`config.mk`:
```
export PLATFORM = sky130hd
export DESIGN_NAME = rtcsup_top
export DESIGN_NICKNAME = d
export VERILOG_FILES = /design/src/rtcsup_pkg.sv /design/src/rtcsup_top.sv
export SDC_FILE = /design/constraint.sdc
export NUM_CORES = 1
export LEC_CHECK = 0
export BUFFER_PORTS_ARGS = -buffer_cell sky130_fd_sc_hd__buf_2
export CORE_AREA = 5 5 114 126
export CTS_CLUSTER_SIZE = 16
export DETAILED_ROUTE_END_ITERATION = 6
export DIE_AREA = 0 0 119 131
export PLACE_DENSITY = 0.79
export SETUP_SLACK_MARGIN = 0.02
export SKIP_CTS_REPAIR_TIMING = 1
export SYNTH_ARGS = -nofsm -noshare
export SYNTH_HDL_FRONTEND = slang
export SYNTH_SLANG_ARGS = --single-unit
```
`constraint.sdc`:
```
create_clock -name pclk -period 3.6 [get_ports pclk]
set_clock_uncertainty 0.05 [all_clocks]
set_input_delay 0 -clock pclk [delete_from_list [all_inputs] [get_ports pclk]]
set_output_delay 0 -clock pclk [all_outputs]
set_load 0.05 [all_outputs]
```
`src/rtcsup_pkg.sv`:
```
// Package for the supervisor and status logic: constants, offsets and carrier types
package rtcsup_pkg;

  localparam int unsigned CLK_MHZ = 250;

  // Times in their own units, counts derived from the clock
  localparam int unsigned GLITCH_NS        = 100;
  localparam int unsigned GLITCH_CYC       = (GLITCH_NS * CLK_MHZ + 999) / 1000;
  localparam int unsigned REC_DEF_US       = 96000;
  localparam int unsigned REC_DEF_CYC      = REC_DEF_US * CLK_MHZ;
  localparam int unsigned REC_HALT_US      = 40000;
  localparam int unsigned REC_HALT_CYC     = REC_HALT_US * CLK_MHZ;
  localparam int unsigned REC_SHORT_US     = 50;
  localparam int unsigned REC_SHORT_CYC    = REC_SHORT_US * CLK_MHZ;
  localparam int unsigned BATT_PERIOD_S    = 86400;
  localparam longint unsigned BATT_PERIOD_CYC = longint'(BATT_PERIOD_S) * 64'd250000000;
  localparam int unsigned OSC_SETTLE_S     = 4;

  // Register byte addresses
  localparam logic [7:0] ADDR_CTRL    = 8'h00;
  localparam logic [7:0] ADDR_FLAGS   = 8'h04;
  localparam logic [7:0] ADDR_CENTURY = 8'h08;
  localparam logic [7:0] ADDR_SER_LO  = 8'h0c;
  localparam logic [7:0] ADDR_SER_HI  = 8'h10;
  localparam logic [7:0] ADDR_EVENT   = 8'h14;

  // Control register field positions
  localparam int unsigned CTRL_OUT_LEVEL = 7;
  localparam int unsigned CTRL_DESEL_LEN = 6;
  localparam int unsigned CTRL_HALT      = 5;
  localparam int unsigned CTRL_FAIL_DRV  = 4;
  localparam int unsigned CTRL_OSC_IE    = 3;
  localparam int unsigned CTRL_ALARM_IE  = 2;
  localparam int unsigned CTRL_TAMP_IE   = 1;
  localparam int unsigned CTRL_BKP_AE    = 0;
  // Flag register field positions
  localparam int unsigned FLAG_BATT_WEAK = 4;
  localparam int unsigned FLAG_OSC_FAIL  = 2;
  localparam int unsigned FLAG_WD_ACTIVE = 1;
  // Event register write bits
  localparam int unsigned EVT_YEAR_WRAP  = 0;

  // Reset values
  localparam logic [7:0] CTRL_RESET  = 8'h90;
  localparam logic       OSC_FAIL_RESET = 1'b1;

  typedef enum logic [1:0] {
    RTCSUP_ST_BACKUP,
    RTCSUP_ST_HOLD,
    RTCSUP_ST_RECOVER,
    RTCSUP_ST_RUN
  } rtcsup_state_type;

  typedef struct packed {
    logic out_level;
    logic deselect_length_bit;
    logic oscillator_halt_bit;
    logic fail_drive_select;
    logic osc_stop_irq_enable;
    logic alarm_irq_enable;
    logic tamper_irq_enable;
    logic backup_alarm_enable;
  } rtcsup_ctrl_type;

  typedef struct packed {
    logic o;
    logic oe;
  } rtcsup_pin_type;

endpackage : rtcsup_pkg

```
`src/rtcsup_top.sv`:
```
// Supervisor, power-fail, battery, oscillator-stop and century logic behind APB
//
// Our own choices: the placing of the registers and register access over APB.
`timescale 1ns/1ns
// Notes on behaviour
// RL1 - Two reset inputs act as power cycle
// RL2 - Low pulses under 100 ns ignored
// RL3 - Reset output held for recovery time
// RL4 - Fail outputs low while sense below reference
// RL5 - Backup: comparators off, fail outputs low
// RL6 - Supply return: fail outputs forced high
// RL7 - Drive select: 1 open-drain, 0 push-pull
// RL8 - Century bits count binary on rollover
// RL9 - Leap century only when century zero
// RL10 - No source enabled: pin follows level bit
// RL11 - Backup enable keeps level drive in backup
// RL12 - Battery test at power-up and daily
// RL13 - Weak flag held until test passes
// RL14 - Battery tests only on main supply
// RL15 - Deselect-length bit selects blocking time
// RL16 - Recovery time chosen by length, halt bits
// RL17 - Writes refused during recovery time
// RL18 - Fixed eight-byte serial number, read only
// RL19 - Oscillator stop sets fail flag
// RL20 - Fail flag with enable drives interrupt
// RL21 - Fail flag stays until written zero
// RL22 - Stop detect in backup, pin needs enable
// RL23 - Halt bit stops oscillator when one
// RL24 - Reset held while input low, then timed
module rtcsup_top #(
  parameter int unsigned          REC_DEF    = rtcsup_pkg::REC_DEF_CYC,
  parameter int unsigned          REC_HALT   = rtcsup_pkg::REC_HALT_CYC,
  parameter int unsigned          REC_SHORT  = rtcsup_pkg::REC_SHORT_CYC,
  parameter longint unsigned      BATT_PER   = rtcsup_pkg::BATT_PERIOD_CYC,
  parameter logic [63:0]          SERIAL_NUM = 64'h0123_4567_89ab_cdef // Arbitrary value
) (
  input  wire logic                       pclk,
  input  wire logic                       presetn,
  input  wire logic                       psel,
  input  wire logic                       penable,
  input  wire logic                       pwrite,
  input  wire logic [7:0]                 paddr,
  input  wire logic [31:0]                pwdata,
  input  wire logic [3:0]                 pstrb,
  output logic [31:0]                     prdata,
  output logic                            pready,
  output logic                            pslverr,
  input  wire logic                       ext_reset_in_a,
  input  wire logic                       ext_reset_in_b,
  input  wire logic                       supply_sense_in_a,
  input  wire logic                       supply_sense_in_b,
  input  wire logic                       main_supply_ok,
  input  wire logic                       battery_ok,
  input  wire logic                       osc_running,
  input  wire logic                       other_irq_request,
  output rtcsup_pkg::rtcsup_pin_type      supply_fail_out_a,
  output rtcsup_pkg::rtcsup_pin_type      supply_fail_out_b,
  output rtcsup_pkg::rtcsup_pin_type      irq_out,
  output logic                            reset_out_n,
  output logic                            osc_enable,
  output logic                            write_blocked
);

  localparam int unsigned GW = $clog2(rtcsup_pkg::GLITCH_CYC + 1);

  rtcsup_pkg::rtcsup_state_type state;
  rtcsup_pkg::rtcsup_state_type next_state;
  rtcsup_pkg::rtcsup_ctrl_type  ctrl;
  logic [31:0] rec_cnt;
  logic [GW-1:0] low_cnt_a;
  logic [GW-1:0] low_cnt_b;
  logic        held_a;
  logic        held_b;
  logic [63:0] batt_cnt;
  logic        battery_weak_flag;
  logic        oscillator_fail_flag;
  logic [1:0]  century;
  logic        batt_test_pending;
  logic [31:0] rd_mux;
  logic        slverr_mux;

  // Qualified low level on each reset input; shorter pulses never reach the reset logic
  assign held_a = (low_cnt_a >= GW'(rtcsup_pkg::GLITCH_CYC)); // RL2
  assign held_b = (low_cnt_b >= GW'(rtcsup_pkg::GLITCH_CYC)); // RL2

  always_ff @(posedge pclk or negedge presetn) begin
    if (!presetn) begin
      low_cnt_a <= '0;
      low_cnt_b <= '0;
    end else begin
      low_cnt_a <= ext_reset_in_a ? '0 : (held_a ? low_cnt_a : low_cnt_a + 1'b1);
      low_cnt_b <= ext_reset_in_b ? '0 : (held_b ? low_cnt_b : low_cnt_b + 1'b1);
    end
  end

  wire logic ext_hold   = held_a | held_b; // RL1 RL24
  wire logic inputs_low = !ext_reset_in_a || !ext_reset_in_b;

  // Recovery length selection
  wire logic [31:0] rec_len = ctrl.deselect_length_bit ? REC_SHORT :
                              (ctrl.oscillator_halt_bit ? REC_HALT : REC_DEF); // RL15 RL16
  wire logic rec_done = (rec_cnt >= rec_len - 32'd1);

  always_comb begin
    next_state = state;
    case (state)
      rtcsup_pkg::RTCSUP_ST_BACKUP:  if (main_supply_ok) next_state = rtcsup_pkg::RTCSUP_ST_RECOVER;
      rtcsup_pkg::RTCSUP_ST_HOLD:    if (!inputs_low) next_state = rtcsup_pkg::RTCSUP_ST_RECOVER; // RL24
      rtcsup_pkg::RTCSUP_ST_RECOVER: if (rec_done) next_state = rtcsup_pkg::RTCSUP_ST_RUN; // RL3
      rtcsup_pkg::RTCSUP_ST_RUN:     next_state = rtcsup_pkg::RTCSUP_ST_RUN;
      default:                       next_state = rtcsup_pkg::RTCSUP_ST_BACKUP;
    endcase
    if (!main_supply_ok) next_state = rtcsup_pkg::RTCSUP_ST_BACKUP; // RL5
    else if (ext_hold) next_state = rtcsup_pkg::RTCSUP_ST_HOLD; // RL1
  end

  always_ff @(posedge pclk or negedge presetn) begin
    if (!presetn) begin
      state   <= rtcsup_pkg::RTCSUP_ST_BACKUP;
      rec_cnt <= '0;
    end else begin
      state   <= next_state;
      rec_cnt <= (state == rtcsup_pkg::RTCSUP_ST_RECOVER && next_state == state) ?
                 rec_cnt + 32'd1 : 32'd0; // RL3
    end
  end

  wire logic in_backup  = (state == rtcsup_pkg::RTCSUP_ST_BACKUP);
  wire logic in_run     = (state == rtcsup_pkg::RTCSUP_ST_RUN);
  wire logic reset_evt  = !in_run && !in_backup;
  // Writes blocked during deselect and its continuation
  assign write_blocked = !in_run; // RL17

  // APB decode
  wire logic apb_acc  = psel && penable;
  wire logic hit_ctrl = (paddr == rtcsup_pkg::ADDR_CTRL);
  wire logic hit_flag = (paddr == rtcsup_pkg::ADDR_FLAGS);
  wire logic hit_cent = (paddr == rtcsup_pkg::ADDR_CENTURY);
  wire logic hit_slo  = (paddr == rtcsup_pkg::ADDR_SER_LO);
  wire logic hit_shi  = (paddr == rtcsup_pkg::ADDR_SER_HI);
  wire logic hit_evt  = (paddr == rtcsup_pkg::ADDR_EVENT);
  wire logic hit_any  = hit_ctrl | hit_flag | hit_cent | hit_slo | hit_shi | hit_evt;
  wire logic wr_ok    = apb_acc && pwrite && pstrb[0] && in_run; // RL17
  wire logic wr_ctrl  = wr_ok && hit_ctrl;
  wire logic wr_flag  = wr_ok && hit_flag;
  wire logic wr_cent  = wr_ok && hit_cent;
  wire logic wr_evt   = wr_ok && hit_evt;
  // Serial number is read only; writes to it raise an error
  wire logic bad_wr   = pwrite && (hit_slo || hit_shi || !in_run); // RL18

  assign pready = 1'b1;

  always_comb begin
    rd_mux = 32'h0000_0000;
    if (hit_ctrl) rd_mux = {24'h00_0000, ctrl};
    if (hit_flag) rd_mux = {27'h0, battery_weak_flag, 1'b0, oscillator_fail_flag, 2'b00};
    // Bit 2 marks a leap century; only the zero count qualifies
    if (hit_cent) rd_mux = {29'h0, (century == 2'b00), century}; // RL9
    if (hit_slo)  rd_mux = SERIAL_NUM[31:0]; // RL18
    if (hit_shi)  rd_mux = SERIAL_NUM[63:32]; // RL18
    slverr_mux = !hit_any || bad_wr;
  end

  always_ff @(posedge pclk or negedge presetn) begin
    if (!presetn) begin
      prdata  <= 32'h0000_0000;
      pslverr <= 1'b0;
    end else begin
      prdata  <= (psel && !penable && !pwrite) ? rd_mux : prdata;
      pslverr <= psel && !penable && slverr_mux;
    end
  end

  // Interrupt enables and back-up enable clear on any reset event; level and
  // length, halt and drive bits survive, as they would across a power cycle
  wire logic [7:0] ctrl_w = pwdata[7:0];
  always_ff @(posedge pclk or negedge presetn) begin
    if (!presetn) begin
      ctrl <= rtcsup_pkg::CTRL_RESET;
    end else if (reset_evt) begin
      ctrl.osc_stop_irq_enable <= 1'b0; // RL1
      ctrl.alarm_irq_enable    <= 1'b0;
      ctrl.tamper_irq_enable   <= 1'b0;
      ctrl.backup_alarm_enable <= 1'b0;
    end else if (wr_ctrl) begin
      ctrl <= ctrl_w; // RL15 RL7
    end
  end

  assign osc_enable = !ctrl.oscillator_halt_bit; // RL23

  // Oscillator fail flag: stop event wins over a software clear
  wire logic osc_stop = !osc_running || ctrl.oscillator_halt_bit; // RL19 RL22
  always_ff @(posedge pclk or negedge presetn) begin
    if (!presetn) begin
      oscillator_fail_flag <= rtcsup_pkg::OSC_FAIL_RESET; // RL19
    end else if (osc_stop) begin
      oscillator_fail_flag <= 1'b1; // RL19 RL22
    end else if (wr_flag && !pwdata[rtcsup_pkg::FLAG_OSC_FAIL]) begin
      oscillator_fail_flag <= 1'b0; // RL21
    end
  end

  // Battery test at power-up and every period; main supply only
  always_ff @(posedge pclk or negedge presetn) begin
    if (!presetn) begin
      batt_cnt          <= 64'h0;
      batt_test_pending <= 1'b1;
      battery_weak_flag <= 1'b0;
    end else if (!main_supply_ok) begin
      batt_cnt          <= 64'h0; // RL14
      batt_test_pending <= 1'b1; // RL12
    end else if (batt_test_pending) begin
      battery_weak_flag <= !battery_ok; // RL12 RL13
      batt_test_pending <= 1'b0;
      batt_cnt          <= 64'h0;
    end else if (batt_cnt >= BATT_PER - 64'd1) begin
      batt_test_pending <= 1'b1; // RL12
      batt_cnt          <= 64'h0;
    end else begin
      batt_cnt <= batt_cnt + 64'd1;
    end
  end

  // Century count on each year rollover event written to the event register
  always_ff @(posedge pclk or negedge presetn) begin
    if (!presetn) begin
      century <= 2'b00;
    end else if (wr_evt && pwdata[rtcsup_pkg::EVT_YEAR_WRAP]) begin
      century <= century + 2'b01; // RL8
    end else if (wr_cent) begin
      century <= pwdata[1:0];
    end
  end

  // Fail outputs: comparators only in run; forced high in recovery
  logic fail_a_lvl;
  logic fail_b_lvl;
  always_comb begin
    if (in_backup) begin
      fail_a_lvl = 1'b0; // RL5
      fail_b_lvl = 1'b0;
    end else if (!in_run) begin
      fail_a_lvl = 1'b1; // RL6
      fail_b_lvl = 1'b1;
    end else begin
      fail_a_lvl = supply_sense_in_a; // RL4
      fail_b_lvl = supply_sense_in_b; // RL4
    end
  end

  // Open-drain only pulls low; push-pull always drives
  always_ff @(posedge pclk or negedge presetn) begin
    if (!presetn) begin
      supply_fail_out_a <= '0;
      supply_fail_out_b <= '0;
    end else begin
      supply_fail_out_a.o  <= fail_a_lvl;
      supply_fail_out_a.oe <= !ctrl.fail_drive_select || !fail_a_lvl; // RL7
      supply_fail_out_b.o  <= fail_b_lvl;
      supply_fail_out_b.oe <= !ctrl.fail_drive_select || !fail_b_lvl; // RL7
    end
  end

  // Interrupt pin, open drain, low means asserted
  wire logic any_src = ctrl.tamper_irq_enable || ctrl.osc_stop_irq_enable ||
                       ctrl.alarm_irq_enable || other_irq_request;
  wire logic osc_irq = ctrl.osc_stop_irq_enable && oscillator_fail_flag &&
                       !reset_evt && (!in_backup || ctrl.backup_alarm_enable); // RL20 RL22
  wire logic lvl_low = !any_src && !ctrl.out_level &&
                       (!in_backup || ctrl.backup_alarm_enable); // RL10 RL11
  always_ff @(posedge pclk or negedge presetn) begin
    if (!presetn) begin
      irq_out     <= '0;
      reset_out_n <= 1'b0;
    end else begin
      irq_out.o   <= 1'b0;
      irq_out.oe  <= osc_irq || lvl_low; // RL20 RL10
      reset_out_n <= in_run; // RL3 RL1
    end
  end

endmodule : rtcsup_top

```
==> results of run 1 <==
state kept, by name, summed over array words and instances (netlist names), 2 cells and up:
register           flops
ctrl                   8
supply_fail_out_b      2
rec_cnt               32
low_cnt_a              5
low_cnt_b              5
prdata                10
batt_cnt              64
century                2
state                  2
supply_fail_out_a      2
per-stage QoR:
step	hold WS (ns)	instance area [um2]
2_1_floorplan	-0.3456	7442
3_3_place_gp	0.1307	7665
3_5_place_dp	0.1277	7665
4_1_cts	-0.2988	8343
5_1_grt	0.02706	8583
6_report	0.004204	8583
metal layers:
metal	wire length, um	up-vias	global-route usage
met2	7971	183	0.3588
li1	-	2675	-
met5	0	-	0
met4	463	0	0.09134
met3	765	47	0.05295
met1	6248	2694	0.2394
power breakdown:
part           internal (mW)  total (mW)  switching (mW)
combinational         0.0691       0.222           0.153
clock                   1.34        1.98           0.647
sequential              1.58        1.60          0.0189
total                   2.99        3.80           0.819
worst paths after layout:
| path | start | end | slack, ns | depth (start not counted) |
|---|---|---|---|---|
| worst max-delay path | ctrl[6] | rec_cnt[1] | 0.56 | 9 |
| worst min-delay path | paddr[6] | prdata[7] | 0.004 | 3 |
| worst max register to register | ctrl[6] | rec_cnt[1] | 0.56 | 9 |
| worst min register to register | rec_cnt[0] | rec_cnt[0] | 0.40 | 1 |
| max in group asynchronous | presetn | rec_cnt[8] | 2.26 | 3 |
| min in group asynchronous | presetn | batt_cnt[11] | 0.21 | 2 |
layout by cell type (no fill, tap or decap), drive strengths merged, types with 3 or more instances in the layout:
cell type / Yosys / layout
dlygate4sd3: 0 / 24
dfrtp: 134 / 134
mux2: 4 / 4
nand4: 26 / 26
bufinv: 0 / 6
nor3b: 3 / 3
buf: 37 / 64
a311oi: 3 / 3
dfstp: 4 / 4
clkbuf: 7 / 21
ha: 32 / 32
nor3: 22 / 22
or4: 5 / 5
inv: 24 / 24
nand4b: 3 / 3
xnor2: 26 / 26
nor2b: 3 / 3
nand2: 60 / 60
nor2: 77 / 77
nand2b: 6 / 6
o21ai: 16 / 16
a21o: 3 / 3
nand3: 34 / 34
and2: 12 / 12
and4: 13 / 13
a31oi: 7 / 7
a211oi: 4 / 4
a21oi: 57 / 57
or2: 3 / 3
clkinv: 0 / 3
xor2: 49 / 49
conb: 2 / 34
nor4: 11 / 11
and3: 13 / 13
worst max-delay path, cell delays in order, from the launching register on:
cell and delay (ns):
dfrtp_1 0.51, or2_2 0.42, ha_1 0.34, nand4b_1 0.16, nor3_1 0.20, a22oi_1 0.09, and4_1 0.27, or3b_1 0.39
buf_4 0.30, a21boi_0 0.22
cell type report:
class / instances / area share
clock inverter: 11 / 0.02536
timing repair buffer: 88 / 0.06895
multi-input combinational: 551 / 0.4152
sequential: 138 / 0.4029
clock buffer: 21 / 0.05364
inverter: 24 / 0.01050
tap: 161 / 0.02347
cells by family (layout without fill, tap and decap cells):
| kind of cell | count (synthesis) | count (layout) | synth area share |
|---|---|---|---|
| buffers and inverters | 68 | 144 | 0.05981 |
| other | 2 | 34 | 0.001026 |
| xor gates and xnor gates | 75 | 75 | 0.08971 |
| AOI/OAI and AO/OA | 107 | 107 | 0.1037 |
| DFF | 138 | 138 | 0.4723 |
| adders and majority gates | 32 | 32 | 0.05468 |
| muxes | 6 | 6 | 0.008886 |
| and+or+nand+nor | 297 | 297 | 0.2098 |
==> flow_summary.toml, run 1 <==
[worst_setup_path]
arrival_ns = 3.32
crit_type = "reg2reg"
cp-end-kind = "register"
startpoint_type = "register"
cp_max_fo = 32
cp.required_ns = 3.89

[detailed_routing]
wire_per_inst_um = 15.54
drtIter0Drc = 552
routed_wirelength_mm = 15.45
vias_per_cell = 5.633
vias = 5599
ant_nets = 0
drtPass1Iterations = 7
drc = 0

[cells_and_area]
n_antenna_cell = 0
fin_util = 0.6606
fin_cells = 994
nFillCells = 999
area_delta_synth_final_pct = 17.22
fin_nets = 909
multiInputGateArea_um2 = 3563
layout-drive-gt1-share = 0.1717
register_area_um2 = 3458

[global_route]
antenna_found_initial = 0
grt_overflow = 0
grt_first_pass_wirelength_mm = 25.93
grt_usage = 0.2049
grt_max_degree = 113
grt_pass1_vias = 5592

[placed_design]
pre_cts_ws_ns = 0.5961
portBuffers = 59
hpwl_mm = 10.40
gp_congestion = 0.8633
dp_cells = 938

[clock_network]
cts.htree.levels = 4
clk_latency_ns = 0.42
numCtsBuffers = 17
cts_tree = "built"
clkTransAtPathRegs_ns = 0.06
clock_path_buffers = 2
cts_root_buf = "clkbuf_16"
cts.sinks = 138

[logic_synthesis]
ys_seq_area_frac = 0.4723
synth_edf_count = 0
synth_commonest_cells = "134 x dfrtp_1, 76 x nor2_1, 60 x nand2_1"
synthCells = 725
synthFlopType = "dfrtp_1"
yosys.cell_count.top_type = "dfrtp_1"
netlist_area_um2 = 7322
synthDistinctLibCells = 59
synth_top_area_share = 0.4580
async_flop_share = 1.000
netlist_top_cells_area = "dfrtp_1 46%, xor2_1 5.9%, ha_1 5.5%"
avgSynthCellArea_um2 = 10.10
ys_seq_elements = 138
yosysWarnings = 0
yosysTopAreaCell = "dfrtp_1"

[job]
maxCapViolCount = 0

[timing]
period_needed_ns = 3.035
slew_headroom = 0.3210
worst_pin_slew_ns = 1.019
layout_setup_ws_ns = 0.5648
setup_viol = 0
hold_violations = 0
rsz0062_at_grt = "no"
clock.fmax_mhz = 329.5
report.final.slew_viol_count = 0
fin_crit_sh = 0.8431
setup_tns_ns = 0

[pwr]
power.density_nw_per_um2 = 443.2
irDropWorstVdd_v = 0.0002975
power_leakage_nw = 3.738
p_total_mw = 3.804

[floorplanning]
start_util = 0.5636
num_rows = 44
dieArea_um2 = 15590
chipHeight_um = 131
io_pins = 100
die_width_um = 119
core_um2 = 12990

[worst_hold_path]
hold_class = "in2reg"

[outcome]
status = "finished clean"
Note: power is estimated with default switching activity, not from simulation.
==> run 2, diff against run 1 <==
clock period = 2.9 ns   (was 3.6 ns; I/O delays follow)
==> run 2 against run 1 <==
The flow now finishes with violations (negative hold slack); worst setup slack worse by 0.47 ns; critical path depth stayed put; cell count grew 1.1%; final area up 1.3%; critical endpoint is now rec_cnt[15]; via count increased by 1.8%; largest power group unchanged; clock-buffer cell count shrank 1; first-iteration DRC count shrank 45%; maximum frequency up 8.3%; critical path type unchanged; utilization grew 0.84 points.
==> flow_summary.toml, run 2 (same netlist as run 1, synthesis figures left out) <==
[worst_setup_path]
cp.required_ns = 3.19
cp-end-kind = "register"
r2r-start = "ctrl[6]"
crit_type = "reg2reg"
crit_path_start = "ctrl[6]"
cp_max_fo = 18
startpoint_type = "register"
ff2ff_path_depth = 9
worst_r2r_endpoint = "rec_cnt[15]"
crit_end = "rec_cnt[15]"
arrival_ns = 3.10
reg2reg_slack_ns = 0.1

[pwr]
clkPwrFrac = 0.522
irDropWorstVdd_v = 0.0003806
pwr-share-seq = 0.418
power_frac_comb = 0.060
power.density_nw_per_um2 = 546.3
p_int_mw = 3.726
switching_share = 0.2153
power.switching_mw = 1.022
power_leakage_nw = 3.805

[outcome]
status = "finished, violations left"
violations = "negative hold slack"

[placed_design]
gp_congestion = 0.8802
portBuffers = 59
dp_cells = 948
hpwl_mm = 10.61

[global_route]
grt_usage = 0.2049
antenna_found_initial = 0
grt_max_degree = 69
grt_pass1_vias = 5639
grt_overflow = 0
grt_first_pass_wirelength_mm = 25.96

[detailed_routing]
drc = 0
ant_nets = 0
drtIter0Drc = 301
vias_per_cell = 5.672
vias = 5700
wire_per_inst_um = 15.55
routed_wirelength_mm = 15.63
drtPass1Iterations = 5

[timing]
report.final.slew_viol_count = 0
worst_pin_slew_ns = 0.7819
clock.fmax_mhz = 356.9
setup_viol = 0
period_needed_ns = 2.802
holdWs_ns = -0.0007536
fin_crit_sh = 0.9661
slew_headroom = 0.4747
hold_violations = 1
setup_tns_ns = 0

[worst_hold_path]
hold_class = "in2reg"
worstHoldStart = "paddr[6]"

[clock_network]
clkTransAtPathRegs_ns = 0.06
numCtsBuffers = 17
cts.htree.levels = 4
cts.sinks = 138
clock_path_buffers = 2
cts_root_buf = "clkbuf_16"
clk_latency_ns = 0.42
cts_tree = "built"

[floorplanning]
num_rows = 44
io_pins = 100
dieArea_um2 = 15590
core_um2 = 12990
start_util = 0.5636
die_width_um = 119
chipHeight_um = 131

[cells_and_area]
fin_cells = 1005
fin_nets = 920
reg_top3 = "batt_cnt (64), rec_cnt (32), prdata (10)"
largest_reg_flops = 64
top_register = "batt_cnt"
final_cell_mix = "134 x dfrtp_1, 75 x nor2_1, 60 x nand2_1, 58 x buf_2, 49 x xor2_1"
mostFrequentLayoutCell = "dfrtp_1"
area_delta_synth_final_pct = 18.71
n_antenna_cell = 0
nFillCells = 979
layout-drive-gt1-share = 0.1872

[job]
maxCapViolCount = 0
==> run 2: cell types whose count changed in the layout (fill, tap and decap cells not counted), moves of 2 or more <==
cell      change
buf_4        +10
clkbuf_1      -2
clkinv_2      +2
clkinv_4      -2
==> run 2: worst min path at each step <==
stage / cells past startpoint / slack (ns) / to
2_1_floorplan: 0 / -0.35 / batt_cnt[0]
3_3_place_gp: 1 / -0.02 / batt_cnt[9]
3_5_place_dp: 1 / -0.01 / batt_cnt[9]
4_1_cts: 1 / -0.46 / batt_cnt[9]
5_1_grt: 3 / 0.006 / prdata[7]
6_report: 3 / -0.0008 / prdata[7]
==> run 2: per-stage QoR <==
step                      area (um2)  worst slack [ns]  total power [mW]  utilization
after floorplan                 7442            0.3034             2.179            -
after CTS                       8437            0.1458             4.759       0.6494
final                           8692           0.09838             4.749       0.6690
after global placement          7752            0.2537             2.263       0.5967
after detailed placement        7752            0.1480             2.274       0.5967
after global routing            8692          -0.04963             4.913       0.6690
==> run 2: routing by layer <==
layer / up-vias / wire length, um / global-route usage
met5: - / 0 / 0
met4: 0 / 398 / 0.09816
met2: 155 / 8117 / 0.3618
met1: 2809 / 6484 / 0.2370
li1: 2695 / - / -
met3: 41 / 629 / 0.04821
==> run 2: layout make-up <==
| class | instances | area, um2 | area share |
|---|---|---|---|
| clock buffers | 20 | 466.7 | 0.05369 |
| clock inverters | 12 | 217.7 | 0.02505 |
| inverters | 24 | 90.09 | 0.01036 |
| multi-input cells | 551 | 3571 | 0.4108 |
| flip-flops and latches | 138 | 3458 | 0.3979 |
| well taps | 161 | 201.4 | 0.02318 |
| repair buffers | 99 | 686.9 | 0.07903 |
==> run 2: power by group through the flow <==
stage | registers (mW) | clock network (mW) | logic, mW
after global placement | 2.02 | 0 | 0.248
final | 1.99 | 2.48 | 0.283
after detailed placement | 2.02 | 0 | 0.256
after CTS | 1.98 | 2.52 | 0.258
after global routing | 1.99 | 2.61 | 0.312
after floorplan | 2.04 | 0 | 0.140
==> run 2: critical path, cell delays in order, from the launching register on <==
cell     delay, ns
dfrtp_1       0.39
or2_2         0.37
ha_1          0.33
nand4_1       0.21
nor3_2        0.25
a22oi_1       0.09
and4_1        0.23
or3b_1        0.39
buf_4         0.25
a21oi_2       0.17
